## config.mk

```make
export PLATFORM = sky130hd
export DESIGN_NAME = subset_decode
export DESIGN_NICKNAME = d
export VERILOG_FILES = /design/src/subset_decode_pkg.sv /design/src/subset_decode.sv
export SDC_FILE = /design/constraint.sdc
export NUM_CORES = 1
export LEC_CHECK = 0
export BUFFER_PORTS_ARGS = -buffer_cell sky130_fd_sc_hd__buf_4
export CAP_MARGIN = 40
export CORE_MARGIN = 2
export CORE_UTILIZATION = 25
export CTS_BUF_LIST = sky130_fd_sc_hd__clkbuf_4
export DETAILED_ROUTE_END_ITERATION = 10
export HOLD_SLACK_MARGIN = 0.15
export PLACE_DENSITY_LB_ADDON = 0.15
export SLEW_MARGIN = 15
export SYNTH_ARGS = -nofsm -noshare
export SYNTH_HDL_FRONTEND = slang
export SYNTH_SLANG_ARGS = --single-unit
```

## constraint.sdc

```tcl
create_clock -name clk -period 7.6 [get_ports clk]
set_clock_uncertainty 0.2 [all_clocks]
set_input_delay 0.38 -clock clk [delete_from_list [all_inputs] [get_ports clk]]
set_output_delay 0.38 -clock clk [all_outputs]
set_load 0.02 [all_outputs]
```

## src/subset_decode_pkg.sv

```systemverilog
// package: opcodes, flag layout and cycle counts for the instruction subset
package subset_decode_pkg;
  localparam logic [7:0] op_pop_accumulator      = 8'h86;
  localparam logic [7:0] op_pop_index_high       = 8'h8a;
  localparam logic [7:0] op_return_from_interrupt = 8'h80;
  localparam logic [7:0] op_return_from_sub      = 8'h81;
  localparam logic [7:0] op_rotate_left_acc      = 8'h49;
  localparam logic [7:0] op_rotate_left_index    = 8'h59;
  localparam logic [7:0] op_rotate_right_acc     = 8'h46;
  localparam logic [7:0] op_rotate_right_index   = 8'h56;
  localparam logic [7:0] op_subtract_with_borrow = 8'ha2;
  localparam logic [7:0] op_test_acc_zero        = 8'h4d;
  localparam logic [7:0] op_test_index_zero      = 8'h5d;
  localparam logic [7:0] op_stop                 = 8'h8e;
  localparam logic [7:0] op_wait                 = 8'h8f;
  // condition code bit positions
  localparam int cc_c = 0;
  localparam int cc_z = 1;
  localparam int cc_n = 2;
  localparam int cc_i = 3;
  localparam int cc_h = 4;
  localparam int cc_v = 7;
  localparam logic [7:0] cc_reset = 8'h68;
  localparam logic [7:0] sp_reset = 8'hff;
  localparam logic [7:0] sp_step  = 8'h01;
  localparam logic [3:0] cyc_return_int = 4'h7;
  localparam logic [3:0] cyc_rts  = 4'h4;
  localparam logic [3:0] cyc_pull = 4'h2;
  localparam logic [3:0] cyc_sub_borrow = 4'h2;
  localparam logic [3:0] cyc_one  = 4'h1;
  // index of the last byte pulled by each stack-reading instruction
  localparam logic [2:0] pull_last_int = 3'h4;
  localparam logic [2:0] pull_last_sub = 3'h1;
  localparam logic [2:0] pull_last_one = 3'h0;
  // architectural state seen by the rest of the core
  typedef struct packed {
    logic [7:0] acc;
    logic [7:0] idx_low;
    logic [7:0] idx_high;
    logic [7:0] sp;
    logic [7:0] program_counter_high;
    logic [7:0] program_counter_low;
    logic [7:0] condition_codes;
  } arch_state_t;
endpackage

```

## src/subset_decode.sv

```systemverilog
// instruction subset decode and execute unit
//
// Behaviour
// - pop_accumulator/pop_index_high: increment sp, then load register; flags unchanged.
// - return_from_interrupt, 7 cycles: pull cc, a, x, pc high, pc low, sp up first.
// - return from subroutine, 4 cycles: pull pc high then low, sp up before each.
// - rotate left through carry on a or x; v, n, z, c updated in one cycle.
// - rotate right through carry on a or x; v, n, z, c updated.
// - subtract_with_borrow: a minus operand minus carry; v, n, z, c; two cycles.
// - test a or x against zero; clear v, set n and z; one cycle.
// - stop clears interrupt mask then halts; other flags unchanged.
// - wait clears interrupt mask then holds busy and waiting until an interrupt is pending.
`timescale 1ns/10ps
`default_nettype none
module subset_decode (
  input  wire logic                          clk,
  input  wire logic                          rst,
  input  wire logic                          clk_en,
  input  wire logic                          op_valid,
  input  wire logic [7:0]                    opcode,
  input  wire logic [7:0]                    operand,
  input  wire logic [7:0]                    mem_rdata,
  input  wire logic                          irq_pending,
  output logic                               busy,
  output logic                               done,
  output logic                               mem_rd,
  output logic [7:0]                         mem_addr,
  output logic                               not_mine,
  output logic                               stopped,
  output logic                               waiting,
  output subset_decode_pkg::arch_state_t     state
);
  // halt serves both the subtract padding and a stop that never ends
  typedef enum logic [2:0] {s_idle, s_pull, s_data, s_halt, s_wait} fsm_t;

  fsm_t                              fsm;
  logic [7:0]                        opc;
  logic [3:0]                        cnt;
  logic [2:0]                        pull_idx;
  logic [2:0]                        pull_last;
  subset_decode_pkg::arch_state_t    next_state;
  logic [7:0]                        res;
  logic [7:0]                        cc_new;
  logic                              listed;

  // shared flag helper so rotates, subtract and test agree on n and z
  function automatic logic [7:0] nz(input logic [7:0] cc, input logic [7:0] r);
    logic [7:0] o;
    o = cc;
    o[subset_decode_pkg::cc_n] = r[7];
    o[subset_decode_pkg::cc_z] = (r == 8'h00);
    return o;
  endfunction

  // decode of the listed subset
  wire is_pull = (opcode == subset_decode_pkg::op_pop_accumulator) ||
                 (opcode == subset_decode_pkg::op_pop_index_high);
  wire is_return_int = (opcode == subset_decode_pkg::op_return_from_interrupt);
  wire is_rts  = (opcode == subset_decode_pkg::op_return_from_sub);
  wire is_rol  = (opcode == subset_decode_pkg::op_rotate_left_acc) ||
                 (opcode == subset_decode_pkg::op_rotate_left_index);
  wire is_ror  = (opcode == subset_decode_pkg::op_rotate_right_acc) ||
                 (opcode == subset_decode_pkg::op_rotate_right_index);
  wire is_sub_borrow = (opcode == subset_decode_pkg::op_subtract_with_borrow);
  wire is_tst  = (opcode == subset_decode_pkg::op_test_acc_zero) ||
                 (opcode == subset_decode_pkg::op_test_index_zero);
  wire is_stop = (opcode == subset_decode_pkg::op_stop);
  wire is_wait = (opcode == subset_decode_pkg::op_wait);
  // rotates and tests pick their register from the opcode row
  wire on_idx  = opcode[4]; // 5x rows address the index register
  wire [7:0] src = on_idx ? state.idx_low : state.acc;
  wire       c_in = state.condition_codes[subset_decode_pkg::cc_c];
  // borrow out of the 9-bit difference becomes the carry flag
  wire [8:0] diff = {1'b0, state.acc} - {1'b0, operand} - {8'h00, c_in};
  wire [7:0] sp_up = state.sp + subset_decode_pkg::sp_step;
  // accepted only from idle, so op_valid is ignored while busy
  wire       start = clk_en && op_valid && (fsm == s_idle);

  // listed gates everything this block may change
  assign listed = is_pull | is_return_int | is_rts | is_rol | is_ror | is_sub_borrow |
                  is_tst | is_stop | is_wait;

  // single-cycle datapath results for rotate, subtract and test
  always_comb begin
    res    = src;
    cc_new = state.condition_codes;
    if (is_rol) begin
      res = {src[6:0], c_in};
      cc_new = nz(cc_new, res);
      cc_new[subset_decode_pkg::cc_c] = src[7];
      cc_new[subset_decode_pkg::cc_v] = res[7] ^ src[7];
    end else if (is_ror) begin
      res = {c_in, src[7:1]};
      cc_new = nz(cc_new, res);
      cc_new[subset_decode_pkg::cc_c] = src[0];
      cc_new[subset_decode_pkg::cc_v] = res[7] ^ src[0];
    end else if (is_sub_borrow) begin
      res = diff[7:0];
      cc_new = nz(cc_new, res);
      cc_new[subset_decode_pkg::cc_c] = diff[8];
      cc_new[subset_decode_pkg::cc_v] = (state.acc[7] ^ operand[7]) & (state.acc[7] ^ res[7]);
    end else if (is_tst) begin
      cc_new = nz(cc_new, src);
      cc_new[subset_decode_pkg::cc_v] = 1'b0;
    end else if (is_stop || is_wait) begin
      cc_new[subset_decode_pkg::cc_i] = 1'b0;
    end
  end

  // next architectural state: unlisted opcodes leave it untouched
  always_comb begin
    next_state = state;
    if (start && (is_rol || is_ror || is_sub_borrow || is_tst || is_stop || is_wait)) begin
      next_state.condition_codes = cc_new;
      if ((is_rol || is_ror) && on_idx) next_state.idx_low = res;
      else if (is_rol || is_ror || is_sub_borrow) next_state.acc = res;
    end else if (fsm == s_pull) begin
      next_state.sp = sp_up;
    end else if (fsm == s_data) begin
      case (opc)
        subset_decode_pkg::op_pop_accumulator: next_state.acc = mem_rdata;
        subset_decode_pkg::op_pop_index_high:  next_state.idx_high = mem_rdata;
        subset_decode_pkg::op_return_from_sub:
          if (pull_idx == 3'd0) next_state.program_counter_high = mem_rdata;
          else next_state.program_counter_low = mem_rdata;
        subset_decode_pkg::op_return_from_interrupt:
          case (pull_idx)
            3'd0:    next_state.condition_codes = mem_rdata;
            3'd1:    next_state.acc = mem_rdata;
            3'd2:    next_state.idx_low = mem_rdata;
            3'd3:    next_state.program_counter_high = mem_rdata;
            default: next_state.program_counter_low = mem_rdata;
          endcase
        default: next_state = state;
      endcase
      // the next byte's stack step overlaps this load
      if (pull_idx != pull_last) next_state.sp = sp_up;
    end
  end

  // architectural registers; clk_en low freezes them with the sequencer
  always_ff @(posedge clk or posedge rst) begin
    if (rst) begin
      state <= '{8'h00, 8'h00, 8'h00, subset_decode_pkg::sp_reset, 8'h00, 8'h00,
                 subset_decode_pkg::cc_reset};
    end else if (clk_en) begin
      state <= next_state;
    end
  end

  // sequencer: the first pull spends a cycle on the stack step, later pulls
  // overlap the load of one byte with the read of the next so returns fit
  // their cycle budget; cnt pads any instruction that would finish early
  always_ff @(posedge clk or posedge rst) begin
    if (rst) begin
      fsm <= s_idle; opc <= 8'h00; cnt <= 4'h0; pull_idx <= 3'd0; pull_last <= 3'd0;
      busy <= 1'b0; done <= 1'b0; mem_rd <= 1'b0; mem_addr <= 8'h00;
      not_mine <= 1'b0; stopped <= 1'b0; waiting <= 1'b0;
    end else if (clk_en) begin
      done     <= 1'b0;
      mem_rd   <= 1'b0;
      not_mine <= 1'b0;
      cnt      <= (cnt != 4'h0) ? cnt - 4'h1 : cnt;
      case (fsm)
        s_idle: if (op_valid) begin
          opc      <= opcode;
          pull_idx <= 3'd0;
          // unlisted opcodes only raise not_mine; the rest of the decoder owns them
          if (!listed) begin
            not_mine <= 1'b1;
          end else if (is_pull || is_return_int || is_rts) begin
            fsm  <= s_pull;
            busy <= 1'b1;
            pull_last <= is_return_int ? subset_decode_pkg::pull_last_int :
                         (is_rts ? subset_decode_pkg::pull_last_sub :
                          subset_decode_pkg::pull_last_one);
            cnt <= (is_return_int ? subset_decode_pkg::cyc_return_int :
                    is_rts ? subset_decode_pkg::cyc_rts : subset_decode_pkg::cyc_pull)
                   - subset_decode_pkg::cyc_one;
          end else if (is_sub_borrow) begin
            fsm <= s_halt; busy <= 1'b1;
            cnt <= subset_decode_pkg::cyc_sub_borrow - subset_decode_pkg::cyc_one;
          end else if (is_stop) begin
            fsm <= s_halt; busy <= 1'b1; stopped <= 1'b1; cnt <= 4'h0;
          end else if (is_wait) begin
            fsm <= s_wait; busy <= 1'b1; waiting <= 1'b1;
          end else begin
            done <= 1'b1;
          end
        end
        // first pull: step sp and read the byte it now points at
        s_pull: begin
          mem_rd   <= 1'b1;
          mem_addr <= sp_up;
          fsm      <= s_data;
        end
        s_data: begin
          if (pull_idx == pull_last) begin
            fsm <= (cnt > 4'h1) ? s_halt : s_idle;
            busy <= (cnt > 4'h1);
            done <= (cnt <= 4'h1);
          end else begin
            // read the next byte while this one loads
            mem_rd   <= 1'b1;
            mem_addr <= sp_up;
          end
          pull_idx <= pull_idx + 3'd1;
        end
        // stop halts for good; only reset or the chip leaves it
        s_halt: if (!stopped && cnt <= 4'h1) begin
          fsm <= s_idle; busy <= 1'b0; done <= 1'b1;
        end
        // busy stays high so the core issues nothing until an interrupt is pending
        s_wait: if (irq_pending) begin
          fsm <= s_idle; busy <= 1'b0; waiting <= 1'b0; done <= 1'b1;
        end
        default: fsm <= s_idle;
      endcase
    end
  end
endmodule
`default_nettype wire

```

==> results.ini, run 1 <==
[floorplan]
dieWidth_um = 155
core-area_um2 = 22500
die-area_um2 = 24000
initial_core_util_pct = 25.3
io_pins = 99
die_h_um = 155
rows = 55

[clock_tree]
cts_resized = 0
cts_root_buf = clkbuf_4
clk_pin_slew_ns = 0.17
clockBufferDepth = 2
cts_tree = built
postCtsSetupRepairBufs = 0
cts_buffers = 9
cts_sinks = 90
cts.htree.levels = 3
clk_latency_ns = 0.49

[placed_design]
hpwl_um = 13200
placedCellCount = 958
pre_cts_ws_ns = 4.18
io_buffers = 98
place_area_um2 = 6720
gp_congestion = 0.896

[drt]
ant_nets = 0
drcViolationCount = 0
drt_pass1_iterations = 4
vias = 4947
drtIter0Drc = 203
postRouteWirelength_um = 17400
wl_per_cell_um = 17.5
via_per_inst = 4.96

[timing]
rsz0062_at_grt = no
setup_violations = 0
fmax_mhz = 291
fin_ws_ns = 4.16
min_period_ns = 3.44
timing.hold.ws_ns = 0.264
fin_tns_setup_ns = 0
slew_violations = 0
timing.final.hold_violations = 0
relSlewSlack_pct = 44.0
fin_crit_sh_pct = 45.2
worst_pin_slew_ns = 0.837

[logic_synthesis]
synthCells = 592
async_reset_ff_share_pct = 100
synth_edf_count = 0
synthTopCellsByArea = dfrtp_1 (35%), mux2_2 (7.1%), ha_1 (5.5%), dfstp_2 (5.1%), nand2_1 (4.4%)
synth_top_area_cell = dfrtp_1
yosysSeqAreaShare_pct = 39.9
synth-main-ff-cell = dfrtp_1
syn_avg_cell_area_um2 = 9.60
synth_top_area_share_pct = 34.8
ys_warn_count = 0
yosys-top-cells-count = dfrtp_1 (79), nand2_1 (67), inv_1 (40)
syn-num-nets = 648
synth_seq_cells = 90
synth_cell_types = 81
synth_area_um2 = 5690
synth.most_common_cell = dfrtp_1

[worst_setup_path]
worstSetupPathType = reg -> reg
critPathRequiredTime_ns = 7.79
crit_fanout = 13
cp-end-kind = flip-flop
r2r-start = fsm[2]
arrival_ns = 3.63
crit_path_start = fsm[2]
start_kind = flip-flop

[cells_and_area]
nets = 762
drive_gt1_share_pct = 27.1
area_growth_pct = 25.2
fin_util_pct = 31.6
instances_no_fill = 998
fillers = 2341
final_area_um2 = 7120

[power]
ir_drop_mv = 0.0963
total_power_mw = 2.04
p_leak_nw = 3.30
power_density_nw_per_um2 = 287

[global_routing]
grt_pass1_vias = 4898
antenna_found_initial = 1
grt_pass1_wl_um = 27600
grt_overflow = 0
grt_max_degree = 58
gr-usage-all-layers_pct = 14.8

[status]
status = finished, final reports clean

[job]
maxCapViolCount = 0

[min_path]
hp-class = in -> async

## worst paths after layout
kind,end,slack (ns),cells past startpoint
worst min-delay path,mem_addr[6],0.26,3
max in group asynchronous,state[5],6.05,5
worst min register to register,opc[6],0.29,2
worst max register to register,state[42],4.16,6
worst max-delay path,state[42],4.16,6
min in group clk,opc[6],0.29,2
## report_power, final
part,internal [mW],switching [mW],leakage [nW]
Combinational,0.417,0.529,2.07
Clock,0.110,0.199,0.0858
Sequential,0.641,0.148,1.14
Total,1.17,0.877,3.30
## sequential cells by signal (all words and copies together) (netlist names)
name and count:
busy 1, cnt 4, done 1, fsm 3, mem_addr 8, mem_rd 1, not_mine 1, opc 8
pull_idx 3, pull_last 2, state 56, stopped 1, waiting 1
## layer usage
layer  GRT usage, %  share of wire, %  routed length [um]
met5              0                 0                   0
met4           4.98               1.9                 328
met3           2.58               3.5                 602
met2           23.2                47                8130
met1           20.8                48                8380
## cell families (layout without fill, tap and decap cells)
kind of cell | after synthesis | in the layout | synth area share, %
compound gates | 137 | 137 | 16.1
xor+xnor | 22 | 22 | 3.39
fa+ha+maj | 27 | 27 | 6.21
buf+inv | 61 | 180 | 4.38
flops | 90 | 90 | 39.9
mux | 55 | 55 | 11.1
other cells | 0 | 2 | 0
simple gates | 200 | 200 | 18.9
## layout by cell type, fill, tap and decap left out, types with 3 or more instances in the layout
cell type and instances:
a211o_1 3, xor2_1 8, inv_6 4, a311oi_1 3, dlygate4sd3_1 21, nor2_1 31, clkbuf_4 9, buf_4 101
and2_1 3, dfstp_2 11, inv_1 39, xnor2_1 14, a31oi_1 7, mux2_4 7, dfrtp_1 79, ha_1 25
o211ai_1 3, a21o_1 10, and3_1 3, nor3_1 17, o31ai_1 7, nor2b_1 10, mux2_2 36, nand3_1 17
o21ai_0 39, or3_1 5, nor4_1 8, nand4_1 4, a21oi_1 31, nand2_1 67, nand2b_1 4, a211oi_1 6
mux2i_1 11
## timing repair
item,4_1_cts,5_1_grt
hold buffers,21,0
setup endpoints to repair,0,0
hold endpoints to repair,90,0
## critical path, cell delays in order, from the launching register on
cell	delay (ns)
dfrtp_1	0.54
nor2b_1	0.34
nor2b_1	0.72
nand3_1	0.29
a21o_1	0.27
a221oi_4	0.63
mux2_4	0.35
## layout make-up
type	count	area, um2	area share (%)
Multi-Input combinational cell	441	3170	44.6
Sequential cell	90	2270	31.8
Timing Repair Buffer	124	1010	14.2
Tap cell	285	357	5.01
Inverter	40	151	2.13
Clock inverter	7	87.6	1.23
Clock buffer	9	67.6	0.950
Antenna cell	2	5.00	0.0703
Power figures use the tool's default switching activity.
==> run 2: changes to the inputs <==
--- a/config.mk
+++ b/config.mk
@@ -5,6 +5,7 @@
 export SDC_FILE = /design/constraint.sdc
 export NUM_CORES = 1
 export LEC_CHECK = 0
+export ABC_AREA = 1
 export BUFFER_PORTS_ARGS = -buffer_cell sky130_fd_sc_hd__buf_4
 export CAP_MARGIN = 40
 export CORE_MARGIN = 2
==> constraint.sdc (replaced) <==
create_clock -name clk -period 2.95 [get_ports clk]
set_clock_uncertainty 0.2 [all_clocks]
set_input_delay 0.1475 -clock clk [delete_from_list [all_inputs] [get_ports clk]]
set_output_delay 0.1475 -clock clk [all_outputs]
set_load 0.02 [all_outputs]
==> results.ini, run 2 <==
[clock_tree]
cts_sinks = 90
cts.htree.levels = 3
cts_root_buf = clkbuf_4
cts_tree = built
cts_buffers = 9
clk_pin_slew_ns = 0.16
clk_latency_ns = 0.47
clockBufferDepth = 2

[logic_synthesis]
yosys-top-cells-count = nand2_1 (242), inv_1 (92), dfrtp_1 (79)
ys_warn_count = 0
synth_edf_count = 0
synth_top_area_share_pct = 35.7
synth-main-ff-cell = dfrtp_1
synthTopCellsByArea = dfrtp_1 (36%), nand2_1 (16%), o21ai_0 (6.8%), inv_1 (6.2%), ha_1 (5.6%)
async_reset_ff_share_pct = 100
syn-num-nets = 809
yosysSeqAreaShare_pct = 40.9
synth.most_common_cell = nand2_1
synthCells = 753
syn_avg_cell_area_um2 = 7.36
synth_seq_cells = 90
synth_top_area_cell = dfrtp_1
synth_cell_types = 43
synth_area_um2 = 5540

[timing]
timing.final.hold_violations = 0
fin_crit_sh_pct = 92.0
fmax_mhz = 369
worst_pin_slew_ns = 0.569
slew_violations = 0
setup_violations = 0
fin_ws_ns = 0.237
relSlewSlack_pct = 62.1
timing.hold.ws_ns = 0.240
min_period_ns = 2.71

[power]
power_density_nw_per_um2 = 511
p_leak_nw = 3.78
total_power_mw = 3.63
ir_drop_mv = 0.245

[cells_and_area]
final_area_um2 = 7100
largest_reg_flops = 56
layout.cells.most_common = nand2_1
fillers = 2436
most-common-layout-cells = nand2_1 (241), buf_4 (111), inv_1 (91)
drive_gt1_share_pct = 20.7
reg_top3 = state: 56 flops, mem_addr: 8 flops, opc: 8 flops
final-seq-area_um2 = 2270
nets = 945
area_growth_pct = 28.1
multi_input_area_um2 = 2820
top_register = state

[drt]
ant_nets = 0
via_per_inst = 4.43
vias = 5200
drtIter0Drc = 213
postRouteWirelength_um = 16800
drt_pass1_iterations = 4
wl_per_cell_um = 14.3
drcViolationCount = 0

[worst_setup_path]
start_kind = primary input
crit_fanout = 5
critPathRequiredTime_ns = 3.11
cp-end-kind = flip-flop
worstSetupPathType = in -> reg
arrival_ns = 2.87

[global_routing]
grt_max_degree = 50
gr-usage-all-layers_pct = 14.8
antenna_found_initial = 1
grt_overflow = 0
grt_pass1_wl_um = 27400
grt_pass1_vias = 5159

[min_path]
hp-class = in -> reg

[floorplan]
rows = 54
io_pins = 99
core-area_um2 = 21800
dieWidth_um = 153
die-area_um2 = 23400
initial_core_util_pct = 25.4
die_h_um = 153

[placed_design]
gp_congestion = 0.839
io_buffers = 98
hpwl_um = 12600
place_area_um2 = 6670
pre_cts_ws_ns = 0.199

[job]
maxCapViolCount = 0

[status]
status = finished, final reports clean

==> run 2: path summary, 6_finish.rpt <==
check	slack, ns	endpoint	depth (start not counted)	from
max in group asynchronous	1.16	state[6]	5	rst
setup reg to reg	0.24	state[54]	16	state[0]
setup / recovery	0.24	cnt[0]	15	opcode[6]
min in group asynchronous	0.66	state[37]	4	rst
hold / removal	0.24	opc[5]	4	opcode[5]
hold reg to reg	0.30	mem_rd	2	mem_rd
==> run 2: repair_timing <==
item                                    4_1_cts  5_1_grt
setup buffers                                 0        2
hold buffers                                 26        0
gates resized for setup                       0        2
hold endpoints to repair                    172        0
endpoints found under the setup margin        0       12
==> run 2: area by class of cell <==
class,instances,share of cell area [%]
diodes,1,0.0352
clock buffers,10,1.06
clock inverters,6,1.00
inverters,105,5.59
multi-input cells,545,39.8
flip-flops and latches,90,31.9
well taps,280,4.93
repair buffers,138,15.7
==> run 2: kinds of logic after synthesis <==
kind of cell,Yosys count,synth area share [%]
AND/OR/NAND/NOR,380,30.3
XOR/XNOR,11,1.74
AO/OA/AOI/OAI,127,12.5
adder cells (fa/ha/maj),27,6.37
flip-flops,90,40.9
buffers and inverters,118,8.20
==> run 2: worst max-delay path: stages <==
cell and delay [ns]:
dlygate4sd3_1 0.54, buf_4 0.15, inv_2 0.05, nand2_1 0.07
nor3_2 0.29, nand3_1 0.34, nand3_1 0.27, nand2_1 0.10
inv_1 0.09, nand2_1 0.05, nand2_1 0.05, inv_1 0.04
nand2_1 0.04, o21ai_0 0.07, dlygate4sd3_1 0.57
==> run 2: where the power goes <==
part / switching, mW / internal (mW) / total, mW
clock: 0.508 / 0.279 / 0.787
combinational: 0.730 / 0.507 / 1.24
sequential: 0.152 / 1.45 / 1.60
total: 1.39 / 2.24 / 3.63
==> run 2: per-layer routing <==
layer  GRT usage, %  share of wire (%)
met4           4.85                1.7
met1           20.2                 48
met5              0                  0
met3           2.04                4.2
met2           24.1                 47
==> run 2: through the flow <==
stage,setup TNS (ns),cells,util [%]
floorplan,0,753,-
global placement,0,1130,30.6
detailed placement,0,1130,30.6
CTS,0,1172,32.4
global route,-0.0114,1175,32.5
finish,0,1175,32.5
==> run 3: changes to the inputs <==
--- a/config.mk
+++ b/config.mk
@@ -6,12 +6,12 @@
 export NUM_CORES = 1
 export LEC_CHECK = 0
 export ABC_AREA = 1
-export BUFFER_PORTS_ARGS = -buffer_cell sky130_fd_sc_hd__buf_4
 export CAP_MARGIN = 40
 export CORE_MARGIN = 2
 export CORE_UTILIZATION = 25
 export CTS_BUF_LIST = sky130_fd_sc_hd__clkbuf_4
 export DETAILED_ROUTE_END_ITERATION = 10
+export DONT_BUFFER_PORTS = 1
 export HOLD_SLACK_MARGIN = 0.15
 export PLACE_DENSITY_LB_ADDON = 0.15
 export SLEW_MARGIN = 15
==> results.ini, run 3 (synthesized netlist as in run 2, its figures left out) <==
[timing]
fin_crit_sh_pct = 93.8
fin_ws_ns = 0.182
rsz0062_at_grt = no
slew_violations = 0
timing.final.hold_violations = 0
relSlewSlack_pct = 63.2
fin_tns_setup_ns = 0
setup_violations = 0
min_period_ns = 2.77
fmax_mhz = 361
worst_pin_slew_ns = 0.550

[drt]
drcViolationCount = 0
postRouteWirelength_um = 16900
drt_pass1_iterations = 4
via_per_inst = 4.43
ant_nets = 0
wl_per_cell_um = 15.6
vias = 4807
drtIter0Drc = 211

[clock_tree]
cts_root_buf = clkbuf_4
postCtsSetupRepairBufs = 0
clk_latency_ns = 0.47
clockBufferDepth = 2
cts_sinks = 90
cts.htree.levels = 3
cts_tree = built
clk_pin_slew_ns = 0.15
cts_buffers = 9

[floorplan]
die_h_um = 153
rows = 54
io_pins = 99
dieWidth_um = 153
core-area_um2 = 21800
initial_core_util_pct = 25.4
die-area_um2 = 23400

[power]
power_frac_comb_pct = 27.5
p_int_mw = 2.10
ir_drop_mv = 0.310
p_switching_mw = 1.36
power_frac_seq_pct = 50.1
clkPwrFrac_pct = 22.5
swShare_pct = 39.4
total_power_mw = 3.47
power_density_nw_per_um2 = 536
p_leak_nw = 3.33

[cells_and_area]
layout.cells.most_common = nand2_1
instances_no_fill = 1086
largest_reg_flops = 56
top_register = state
nets = 855
reg_top3 = state: 56 flops, mem_addr: 8 flops, opc: 8 flops
area_growth_pct = 16.6
final_area_um2 = 6460
drive_gt1_share_pct = 10.9
most-common-layout-cells = nand2_1 (241), inv_1 (91), dfrtp_1 (79)

[placed_design]
io_buffers = 0
place_area_um2 = 5950
gp_congestion = 0.805
placedCellCount = 1034
hpwl_um = 12700
pre_cts_ws_ns = 0.299

[worst_setup_path]
rrSetupSlack_ns = 0.18
cp-end-kind = flip-flop
reg2reg_depth = 11
start_kind = flip-flop
crit_fanout = 7
arrival_ns = 2.98
r2r-start = fsm[1]
reg2reg_to = cnt[1]
worstSetupPathType = reg -> reg
critPathRequiredTime_ns = 3.16

[min_path]
hold_end = state[46]
hp-start = opcode[4]
worstHoldPathCells = 7
hp-class = in -> reg

[global_routing]
grt_overflow = 0
antenna_found_initial = 1
grt_pass1_vias = 4925
grt_max_degree = 36
gr-usage-all-layers_pct = 14.9
grt_pass1_wl_um = 27500

[status]
status = finished, final reports clean

[job]
maxCapViolCount = 0

run 3: cell types whose count changed in the layout (fill, tap and decap cells not counted), sizes merged:
cell and change:
dlygate4sd3 +6, clkinvlp +1, buf -97, dlymetal6s4s +1, diode +1, clkinv -1
run 3: final cells by class:
| cell class | count | area, um2 |
|---|---|---|
| inverters | 105 | 397 |
| clock inverters | 6 | 71.3 |
| fillers | 2416 | 15400 |
| repair buffers | 48 | 470 |
| diodes | 2 | 5.00 |
| flip-flops and latches | 90 | 2270 |
| well taps | 280 | 350 |
| clock buffers | 10 | 75.1 |
| multi-input cells | 545 | 2830 |
run 3: worst max-delay path by stage:
stage / cells past startpoint / start / slack (ns) / to
detailed placement: 16 / state[0] / 0.30 / state[55]
finish: 11 / fsm[1] / 0.18 / cnt[1]
global placement: 15 / state[52] / 0.34 / state[54]
floorplan: 1 / rst / 0.29 / busy
CTS: 11 / fsm[0] / 0.07 / cnt[1]
global route: 17 / state[0] / 0.002 / state[55]
run 3: power groups by stage:
stage	Clock (mW)	Combinational [mW]	Sequential, mW
floorplan	0	0.675	1.72
global placement	0	0.875	1.77
detailed placement	0	0.869	1.76
CTS	0.823	0.960	1.74
global route	0.861	1.12	1.77
finish	0.779	0.952	1.74
run 3: per-stage QoR:
stage / hold slack [ns] / utilization, %
CTS: 0.180 / 29.5
detailed placement: -0.0702 / 27.3
floorplan: 0.0571 / -
global route: 0.202 / 29.6
finish: 0.203 / 29.6
global placement: -0.0702 / 27.3
run 3: timing repair:
action                                  in CTS  in global routing
endpoints found under the hold margin      180                  0
gates resized for setup                      0                  3
hold buffers                                34                  0
endpoints found under the setup margin       0                  3
run 3: per-layer routing:
metal | share of wire [%] | vias to the layer above | wire, um | global-route usage (%)
li1 | - | 2487 | - | -
met1 | 47 | 2218 | 8020 | 20.1
met2 | 46 | 87 | 7830 | 24.2
met3 | 4.7 | 15 | 792 | 2.98
met4 | 1.7 | 0 | 292 | 4.76
met5 | 0 | - | 0 | 0
run 3: worst max-delay path, stage by stage (launching register included):
cell and delay (ns):
dfrtp_1 0.45, nor2_2 0.16, inv_2 0.07, nor2_4 0.12, inv_2 0.06, nor2_2 0.14
nand2_4 0.12, nor2_1 0.14, dlygate4sd3_1 0.57, a21oi_1 0.04, nand2_1 0.08, dlygate4sd3_1 0.54
